--- src/glk_pkg.sv ---
package glk_pkg;

	// ****************************************************************
	// timebase
	// ****************************************************************
	localparam int unsigned CLK_HZ = 32'h017d7840;
	localparam int unsigned MS_PER_S = 32'h000003e8;
	// clock cycles in one millisecond tick
	localparam int unsigned MS_TICK_CYC = CLK_HZ / MS_PER_S;
	localparam int TICK_W = 16;

	// ****************************************************************
	// request timing in milliseconds
	// ****************************************************************
	localparam int MS_W = 10;
	localparam logic [MS_W-1:0] MS_ONE = 10'h001;
	localparam logic [MS_W-1:0] MS_MAX = 10'h3ff;
	// 350 ms and 400 ms pulse width window
	localparam logic [MS_W-1:0] PULSE_MIN_MS = 10'h15e;
	localparam logic [MS_W-1:0] PULSE_MAX_MS = 10'h190;
	// 40 ms to 500 ms directional edge spacing
	localparam logic [MS_W-1:0] DIR_MIN_MS = 10'h028;
	localparam logic [MS_W-1:0] DIR_MAX_MS = 10'h1f4;
	// toggle spacing must stay below 20 ms
	localparam logic [MS_W-1:0] TOGGLE_MAX_MS = 10'h014;
	// 500 ms for requests to follow a bus command
	localparam logic [MS_W-1:0] DIAG_WAIT_MS = 10'h1f4;
	// 100 ms processing time of a request
	localparam logic [MS_W-1:0] PROC_MS = 10'h064;
	// controller side: pulse width, edge offset, pause between requests
	localparam logic [MS_W-1:0] PULSE_NOM_MS = 10'h177;
	localparam logic [MS_W-1:0] DIR_OFFSET_MS = 10'h064;
	localparam logic [MS_W-1:0] GAP_MS = 10'h064;

	// ****************************************************************
	// diagnostic bus commands and status byte
	// ****************************************************************
	localparam logic [7:0] CMD_MODE_NONE = 8'h00;
	localparam logic [7:0] CMD_MODE_PASSIVE = 8'h01;
	localparam logic [7:0] CMD_MODE_ACTIVE = 8'h02;
	localparam logic [7:0] CMD_LOCK = 8'h10;
	localparam logic [7:0] CMD_UNLOCK = 8'h11;
	localparam logic [7:0] CMD_POLL = 8'h20;
	localparam int ST_LOCK = 0;
	localparam int ST_SAFE = 1;
	localparam int ST_AUX = 2;
	localparam int ST_ACT = 3;
	localparam int ST_MODE_LO = 4;
	localparam int ST_MODE_HI = 5;

	typedef enum logic [1:0] {
		MODE_NONE,
		MODE_PASSIVE,
		MODE_ACTIVE
	} glk_mode_t;

endpackage

--- src/glk_if.sv ---
`timescale 1ns/1ps
interface glk_if;
	logic lock_request_ch1;
	logic lock_request_ch2;
	logic safe_out_ch1;
	logic safe_out_ch2;
	logic fieldbus_present;
	logic diag_input_valid;
	logic [7:0] diag_input;
	logic signal_diag_output_valid;
	logic [7:0] signal_diag_output;

	modport dev (
		input lock_request_ch1, lock_request_ch2, fieldbus_present,
		input diag_input_valid, diag_input,
		output safe_out_ch1, safe_out_ch2,
		output signal_diag_output_valid, signal_diag_output
	);
	modport ctl (
		output lock_request_ch1, lock_request_ch2, fieldbus_present,
		output diag_input_valid, diag_input,
		input safe_out_ch1, safe_out_ch2,
		input signal_diag_output_valid, signal_diag_output
	);
endinterface

--- src/glk_tick.sv ---
`timescale 1ns/1ps
module glk_tick #(
	parameter int unsigned TICK_CYC = glk_pkg::MS_TICK_CYC
) (
	input wire logic i_clk,
	input wire logic i_sys_rst,
	output logic o_tick
);
	localparam int TW = glk_pkg::TICK_W;
	localparam logic [TW-1:0] LAST = TW'(TICK_CYC - 1);

	logic [TW-1:0] cnt_q;
	wire logic wrap = (cnt_q == LAST);

	always_ff @(posedge i_clk) begin
		if (i_sys_rst) begin
			cnt_q <= '0;
			o_tick <= 1'b0;
		end else begin
			cnt_q <= wrap ? '0 : cnt_q + TW'(1);
			o_tick <= wrap;
		end
	end
endmodule // glk_tick

--- src/glk_device.sv ---
`timescale 1ns/1ps
module glk_device #(
	parameter int unsigned TICK_CYC = glk_pkg::MS_TICK_CYC
) (
	input wire logic i_clk,
	input wire logic i_sys_rst,
	glk_if.dev bus,
	input wire logic i_actuator_detected,
	input wire logic i_pin_locked,
	input wire logic i_aux_released,
	input wire logic i_directional,
	output logic o_lock_cmd,
	output logic o_warning,
	output logic [1:0] o_mode
);
	localparam int MW = glk_pkg::MS_W;

	typedef enum logic [1:0] {
		P_IDLE,
		P_WAIT2,
		P_HOLD,
		P_DONE
	} glk_pair_t;

	// ****************************************************************
	// state
	// ****************************************************************
	logic tick;
	logic ch1_q;
	logic ch2_q;
	glk_pair_t pair_q;
	glk_pair_t pair_d;
	logic first1_q;
	logic [MW-1:0] ms_q;
	logic [MW-1:0] ms_d;
	logic lock_q;
	logic lock_d;
	glk_pkg::glk_mode_t mode_q;
	glk_pkg::glk_mode_t mode_d;
	logic pend_q;
	logic pend_lock_q;
	logic [MW-1:0] wait_q;
	logic safe_q;
	logic warn_q;
	logic rep_valid_q;
	logic [7:0] rep_q;

	glk_tick #(
		.TICK_CYC(TICK_CYC)
	) u_tick (
		.i_clk(i_clk),
		.i_sys_rst(i_sys_rst),
		.o_tick(tick)
	);

	// ****************************************************************
	// request edge decoding
	// ****************************************************************
	wire logic ch1 = bus.lock_request_ch1;
	wire logic ch2 = bus.lock_request_ch2;
	wire logic rise1 = ch1 & ~ch1_q;
	wire logic rise2 = ch2 & ~ch2_q;
	wire logic both_high = ch1 & ch2;
	wire logic both_low = ~ch1 & ~ch2;
	wire logic ms_inc = tick & (ms_q != glk_pkg::MS_MAX);
	wire logic same_rise = (pair_q == P_IDLE) & rise1 & rise2;
	wire logic second_rise = (pair_q == P_WAIT2) & (first1_q ? rise2 : rise1);
	wire logic first_lost = (pair_q == P_WAIT2) & (first1_q ? ~ch1 : ~ch2);
	wire logic dir_ok = second_rise & (ms_q >= glk_pkg::DIR_MIN_MS)
		& (ms_q <= glk_pkg::DIR_MAX_MS);
	wire logic dir_lock = i_directional & dir_ok & first1_q;
	wire logic dir_unlock = i_directional & dir_ok & ~first1_q;
	// near-simultaneous edges arm a toggle pulse
	wire logic tog_arm = ~i_directional & (same_rise | (second_rise
		& (ms_q < glk_pkg::TOGGLE_MAX_MS)));
	wire logic width_ok = (ms_q >= glk_pkg::PULSE_MIN_MS)
		& (ms_q <= glk_pkg::PULSE_MAX_MS);
	wire logic hold_end = (pair_q == P_HOLD) & ~both_high;
	wire logic tog_fire = hold_end & width_ok;
	wire logic wait_late = (pair_q == P_WAIT2)
		& (ms_q > glk_pkg::DIR_MAX_MS);

	always_comb begin
		pair_d = pair_q;
		ms_d = ms_inc ? ms_q + glk_pkg::MS_ONE : ms_q;
		case (pair_q)
			P_IDLE: begin
				// both low: nothing starts
				if (same_rise) begin
					pair_d = tog_arm ? P_HOLD : P_DONE;
					ms_d = '0;
				end else if (rise1 | rise2) begin
					pair_d = P_WAIT2;
					ms_d = '0;
				end
			end
			P_WAIT2: begin
				if (second_rise) begin
					pair_d = tog_arm ? P_HOLD : P_DONE;
					ms_d = '0;
				end else if (first_lost) begin
					pair_d = P_IDLE;
				end else if (wait_late) begin
					pair_d = P_DONE;
				end
			end
			P_HOLD: begin
				if (hold_end | (ms_q > glk_pkg::PULSE_MAX_MS)) begin
					pair_d = P_DONE;
				end
			end
			P_DONE: begin
				if (both_low) begin
					pair_d = P_IDLE;
				end
			end
			default: begin
				pair_d = P_IDLE;
			end
		endcase
	end

	always_ff @(posedge i_clk) begin
		if (i_sys_rst) begin
			ch1_q <= 1'b0;
			ch2_q <= 1'b0;
			pair_q <= P_IDLE;
			ms_q <= '0;
			first1_q <= 1'b0;
		end else begin
			ch1_q <= ch1;
			ch2_q <= ch2;
			pair_q <= pair_d;
			ms_q <= ms_d;
			if ((pair_q == P_IDLE) & (rise1 | rise2)) begin
				first1_q <= rise1;
			end
		end
	end

	// ****************************************************************
	// diagnostic bus and operating modes
	// ****************************************************************
	// bus words count only while a fieldbus module is attached
	wire logic cmd_in = bus.fieldbus_present & bus.diag_input_valid;
	wire logic [7:0] cmd = bus.diag_input;
	wire logic active = (mode_q == glk_pkg::MODE_ACTIVE);
	wire logic edge_mode = ~active;
	wire logic bus_lock = cmd_in & active & (cmd == glk_pkg::CMD_LOCK);
	wire logic bus_unlock = cmd_in & active & (cmd == glk_pkg::CMD_UNLOCK);
	wire logic pend_late = pend_q & (wait_q > glk_pkg::DIAG_WAIT_MS);
	wire logic act_apply = pend_q & ~pend_late & both_high;

	always_comb begin
		mode_d = mode_q;
		// mode words are accepted straight after restart
		if (cmd_in) begin
			case (cmd)
				glk_pkg::CMD_MODE_NONE: mode_d = glk_pkg::MODE_NONE;
				glk_pkg::CMD_MODE_PASSIVE: mode_d = glk_pkg::MODE_PASSIVE;
				glk_pkg::CMD_MODE_ACTIVE: mode_d = glk_pkg::MODE_ACTIVE;
				default: mode_d = mode_q;
			endcase
		end
	end

	always_ff @(posedge i_clk) begin
		if (i_sys_rst) begin
			mode_q <= glk_pkg::MODE_NONE;
			pend_q <= 1'b0;
			pend_lock_q <= 1'b0;
			wait_q <= '0;
		end else begin
			mode_q <= mode_d;
			if (bus_lock | bus_unlock) begin
				pend_q <= 1'b1;
				pend_lock_q <= bus_lock;
				wait_q <= '0;
			end else if (act_apply | pend_late | ~active) begin
				pend_q <= 1'b0;
			end else if (tick & pend_q) begin
				wait_q <= wait_q + glk_pkg::MS_ONE;
			end
		end
	end

	// ****************************************************************
	// lock state and safety outputs
	// ****************************************************************
	wire logic do_toggle = edge_mode & tog_fire;
	wire logic do_lock = (edge_mode & dir_lock) | (act_apply & pend_lock_q);
	wire logic do_unlock = (edge_mode & dir_unlock)
		| (act_apply & ~pend_lock_q);

	always_comb begin
		lock_d = lock_q;
		// decisions land in the next clock, far inside the 100 ms budget
		if (i_aux_released) begin
			lock_d = lock_q;
		end else if (do_toggle) begin
			lock_d = ~lock_q;
		end else if (do_lock) begin
			lock_d = 1'b1;
		end else if (do_unlock) begin
			lock_d = 1'b0;
		end
	end

	wire logic safe_d = i_actuator_detected & i_pin_locked
		& ~i_aux_released;
	wire logic report = ~edge_mode | (mode_q == glk_pkg::MODE_PASSIVE);
	wire logic [7:0] status = {2'h0, mode_q, ~i_aux_released & lock_q,
		i_aux_released, safe_q, lock_q};

	always_ff @(posedge i_clk) begin
		if (i_sys_rst) begin
			lock_q <= 1'b0;
			safe_q <= 1'b0;
			warn_q <= 1'b0;
			rep_valid_q <= 1'b0;
			rep_q <= 8'h00;
		end else begin
			lock_q <= lock_d;
			safe_q <= safe_d;
			warn_q <= i_aux_released;
			// replies only while reporting and a module is attached
			rep_valid_q <= report & bus.fieldbus_present
				& (cmd_in | (lock_d != lock_q));
			rep_q <= status;
		end
	end

	assign bus.safe_out_ch1 = safe_q;
	assign bus.safe_out_ch2 = safe_q;
	assign bus.signal_diag_output_valid = rep_valid_q;
	assign bus.signal_diag_output = rep_q;
	assign o_lock_cmd = lock_q;
	assign o_warning = warn_q;
	assign o_mode = mode_q;
endmodule // glk_device

--- src/flat_wrapper.sv ---
// flat-port wrapper written by rule: the top's interface ports become plain ports
module glk_device_flat 
#(
	parameter int unsigned TICK_CYC = glk_pkg::MS_TICK_CYC
)
  (i_clk, i_sys_rst, i_actuator_detected, i_pin_locked, i_aux_released, i_directional, o_lock_cmd, o_warning, o_mode, bus_lock_request_ch1, bus_lock_request_ch2, bus_fieldbus_present, bus_diag_input_valid, bus_diag_input, bus_safe_out_ch1, bus_safe_out_ch2, bus_signal_diag_output_valid, bus_signal_diag_output);
  glk_if bus_i ();
  input wire logic i_clk;
  input wire logic i_sys_rst;
  input wire logic i_actuator_detected;
  input wire logic i_pin_locked;
  input wire logic i_aux_released;
  input wire logic i_directional;
  output logic o_lock_cmd;
  output logic o_warning;
  output logic [1:0] o_mode;
  input wire logic [$bits(bus_i.lock_request_ch1)-1:0] bus_lock_request_ch1;
  input wire logic [$bits(bus_i.lock_request_ch2)-1:0] bus_lock_request_ch2;
  input wire logic [$bits(bus_i.fieldbus_present)-1:0] bus_fieldbus_present;
  input wire logic [$bits(bus_i.diag_input_valid)-1:0] bus_diag_input_valid;
  input wire logic [$bits(bus_i.diag_input)-1:0] bus_diag_input;
  output wire logic [$bits(bus_i.safe_out_ch1)-1:0] bus_safe_out_ch1;
  output wire logic [$bits(bus_i.safe_out_ch2)-1:0] bus_safe_out_ch2;
  output wire logic [$bits(bus_i.signal_diag_output_valid)-1:0] bus_signal_diag_output_valid;
  output wire logic [$bits(bus_i.signal_diag_output)-1:0] bus_signal_diag_output;
  assign bus_i.lock_request_ch1 = bus_lock_request_ch1;
  assign bus_i.lock_request_ch2 = bus_lock_request_ch2;
  assign bus_i.fieldbus_present = bus_fieldbus_present;
  assign bus_i.diag_input_valid = bus_diag_input_valid;
  assign bus_i.diag_input = bus_diag_input;
  assign bus_safe_out_ch1 = bus_i.safe_out_ch1;
  assign bus_safe_out_ch2 = bus_i.safe_out_ch2;
  assign bus_signal_diag_output_valid = bus_i.signal_diag_output_valid;
  assign bus_signal_diag_output = bus_i.signal_diag_output;
  glk_device #(.TICK_CYC(TICK_CYC)) u_core (.i_clk(i_clk), .i_sys_rst(i_sys_rst), .bus(bus_i), .i_actuator_detected(i_actuator_detected), .i_pin_locked(i_pin_locked), .i_aux_released(i_aux_released), .i_directional(i_directional), .o_lock_cmd(o_lock_cmd), .o_warning(o_warning), .o_mode(o_mode));
endmodule
--- config.mk ---
export PLATFORM = sky130hd
export DESIGN_NAME = glk_device_flat
export DESIGN_NICKNAME = d
export VERILOG_FILES = /design/src/glk_pkg.sv /design/src/glk_if.sv /design/src/glk_tick.sv /design/src/glk_device.sv /design/src/flat_wrapper.sv
export SDC_FILE = /design/constraint.sdc
export NUM_CORES = 1
export LEC_CHECK = 0
export BUFFER_PORTS_ARGS = -buffer_cell sky130_fd_sc_hd__buf_2
export CORE_MARGIN = 4
export CORE_UTILIZATION = 52
export DETAILED_ROUTE_END_ITERATION = 7
export PLACE_DENSITY = 0.75
export RECOVER_POWER = 50
export SKIP_CTS_REPAIR_TIMING = 1
export SLEW_MARGIN = 20
export SYNTH_ARGS = -nofsm -noshare
export SYNTH_HDL_FRONTEND = slang
export SYNTH_SLANG_ARGS = --single-unit
export TNS_END_PERCENT = 100
--- constraint.sdc ---
create_clock -name i_clk -period 1.79 [get_ports i_clk]
set_input_delay 0.358 -clock i_clk [delete_from_list [all_inputs] [get_ports i_clk]]
set_output_delay 0.358 -clock i_clk [all_outputs]
set_load 0.02 [all_outputs]
==> impl_metrics.py <==
metrics = {
    "run_status": {
        "outcome": "finished, final reports clean",
    },
    "worst_setup_path": {
        "slowest_delay_ns": 0.37,
        "setup.worst_path.start_class": "flop",
        "cp_top_family": "flip-flops",
        "path_buf_inv": 2,
        "cp_max_fo": 5,
        "slowest_stage": "dfxtp_4",
        "critical_path_class": "flop to flop",
        "cp.required_ns": 1.97,
        "cp-end-kind": "flop",
        "crit_chain": "ha_4, nand4_1, buf_4, o311ai_4, buf_4, xnor2_1, nor2_1",
        "path_common_cell": "buf_4",
        "critical_path_arrival_ns": 1.89,
    },
    "synthesis": {
        "synth_top_family_by_area": "simple AND/OR/NAND/NOR gates",
        "synthAdderAreaFrac_pct": 2.70,
        "synth_mux_area_share_pct": 1.08,
        "syn-cell-area_mm2": 0.00278,
        "yosys.area_share.xor_xnor_pct": 8.49,
        "synth_simple_gate_area_share_pct": 30.2,
        "ys_async_sr_fraction_pct": 0,
        "synth_enable_flop_cells": 0,
        "synth_seq_cells": 55,
        "synth.distinct_cells": 59,
        "yosysSeqAreaShare_pct": 39.6,
        "synthFlopType": "dfxtp_1",
        "synth_compound_area_share_pct": 11.2,
        "syn_avg_cell_area_um2": 8.44,
        "ys_warn_count": 0,
        "synthCells": 330,
    },
    "timing": {
        "finalSetupViolations": 0,
        "hold_viol": 0,
        "slew_violations": 0,
        "min_period_ns": 1.71,
        "min_period_over_period_pct": 95.5,
        "clock-skew-final_ns": 0.00765,
        "fmax_mhz": 585,
        "worst_slack_ns": 0.0813,
        "setup-tns-final_ns": 0,
    },
    "clocking": {
        "cts_num_sinks": 55,
        "cts_buffer_depth": 2,
        "cts_max_level": 2,
        "cts_root_buf": "clkbuf_8",
        "clk_pin_slew_worst_paths_ns": 0.10,
        "numCtsBuffers": 5,
        "insertion_delay_ns": 0.30,
        "cts_tree": "built",
    },
    "floorplan": {
        "dieArea_mm2": 0.00659,
        "core_region_area_mm2": 0.00514,
        "die_h_um": 81.2,
        "rows": 26,
        "start_util_pct": 54.2,
        "io_pins": 33,
        "chipWidth_um": 81.2,
    },
    "global_route": {
        "grt_max_degree": 19,
        "grt_pass1_wl_um": 9690,
        "gr-total-overflow": 0,
        "grtUsageTotal_pct": 18.3,
        "antenna_found_initial": 0,
        "grt_pass1_vias": 2297,
    },
    "placement": {
        "dp.cells": 428,
        "hpwl_um": 4350,
        "io_buffers": 30,
        "pre_cts_ws_ns": -0.214,
        "place_congestion": 0.908,
    },
    "final_layout": {
        "drive_gt1_share_pct": 19.0,
        "diodes": 0,
        "fillers": 486,
        "areaGrowthSynthToFinish_pct": 17.4,
        "final_cell_mix": "nor2_1, dfxtp_1, xnor2_1",
        "final_util_pct": 63.6,
        "final_cells": 438,
        "final_common_cell": "nor2_1",
        "fin_nets": 391,
    },
    "route": {
        "wire_per_inst_um": 12.9,
        "drt_iter0_markers": 109,
        "num_vias": 2344,
        "drt-vias-per-instance": 5.35,
        "drc": 0,
        "finalWirelength_um": 5630,
        "dr.pass1.iters": 4,
        "ant_nets": 0,
    },
    "power_and_ir_drop": {
        "irDropWorstVdd_v": 0.000636,
        "p_leak_uw": 0.00117,
        "powerDensity_mw_per_mm2": 731,
    },
    "job": {
        "maxCapViolCount": 0,
    },
    "hold_path": {
        "hp-class": "input port to flop",
    },
}
[cells by family after synthesis]
group / after synthesis
muxes: 3
AOI/OAI and AO/OA: 40
adders and majority gates: 6
DFF: 55
buffers and inverters: 37
other: 1
xor gates and xnor gates: 27
and+or+nand+nor: 161
[worst reg2reg max path, delay by kind of cell (launching register included)]
| kind | cells | cell delay [ns] |
|---|---|---|
| compound gates | 1 | 0.37 |
| buf+inv | 2 | 0.38 |
| simple gates | 2 | 0.22 |
| flops | 1 | 0.37 |
| xor+xnor | 1 | 0.10 |
| fa+ha+maj | 1 | 0.15 |
[worst paths after layout]
| path | start | endpoint | slack, ns | cells after the start |
|---|---|---|---|---|
| setup / recovery | u_core.ms_q[0] | u_core.ms_q[2] | 0.08 | 7 |
| hold / removal | bus_diag_input[0] | u_core.pend_lock_q | 0.27 | 2 |
| setup reg to reg | u_core.ms_q[0] | u_core.ms_q[2] | 0.08 | 7 |
| hold reg to reg | u_core.wait_q[9] | u_core.wait_q[9] | 0.45 | 2 |
[layout make-up]
| class | instances | area, um2 | share of cell area, % |
|---|---|---|---|
| flip-flops and latches | 55 | 1110 | 34.0 |
| clock buffers | 5 | 68.8 | 2.11 |
| repair buffers | 51 | 303 | 9.26 |
| well taps | 70 | 87.6 | 2.68 |
| inverters | 15 | 56.3 | 1.72 |
| clock inverters | 3 | 46.3 | 1.42 |
| multi-input cells | 239 | 1600 | 48.8 |
[synth_stat cells, types with 2 or more instances]
master	n	area, um2
inv_1	15	56.3
nor2b_1	9	56.3
nor3_1	11	55.1
nand2_1	19	71.3
xnor2_1	21	184
o211ai_1	2	15.0
xor2_1	6	52.6
a21oi_1	9	45.0
nor2_1	53	199
and3_1	3	18.8
a211oi_1	3	22.5
buf_1	2	7.51
buf_4	8	60.1
o21ai_0	5	25.0
nand4_1	8	50.1
nor3b_1	3	22.5
o211a_1	2	20.0
buf_6	2	22.5
ha_1	6	75.1
dfxtp_1	55	1100
or3_1	5	31.3
and2_1	4	25.0
nand2b_1	6	37.5
or2_2	3	18.8
or4_1	3	22.5
and4_1	3	26.3
clkbuf_1	9	33.8
nor4_1	10	62.6
nand3_1	13	65.1
mux2i_1	3	30.0
[metrics by stage]
| step | power, uW | instance area, um2 | hold WS (ns) |
|---|---|---|---|
| 2_1_floorplan | 1510 | 2790 | 0.417 |
| 3_3_place_gp | 1570 | 3050 | 0.429 |
| 3_5_place_dp | 1570 | 3050 | 0.440 |
| 4_1_cts | 2400 | 3170 | 0.259 |
| 5_1_grt | 2500 | 3270 | 0.251 |
| 6_report | 2390 | 3270 | 0.266 |
[registers in the layout, indices dropped and copies added, names as in the netlist, 2 cells and up]
signal / flops
u_core.bus.signal_diag_output: 6
u_core.o_mode: 2
u_core.ms_q: 10
u_core.wait_q: 10
u_core.u_tick.cnt_q: 16
u_core.pair_q: 2
[report_power, final]
| group | internal [uW] | total, uW | switching [uW] |
|---|---|---|---|
| registers | 1250 | 1280 | 35.1 |
| logic | 125 | 282 | 157 |
| clock network | 422 | 822 | 401 |
| total | 1800 | 2390 | 593 |
[per-layer routing]
metal  global-route usage (%)  routed length [um]  vias up
li1                         -                   -     1207
met1                     22.3                2540     1102
met4                     5.24                  36        0
met3                     3.88                 181        8
met5                        0                   0        -
met2                     32.3                2870       27
No activity file was read; power rests on OpenSTA's default activity.
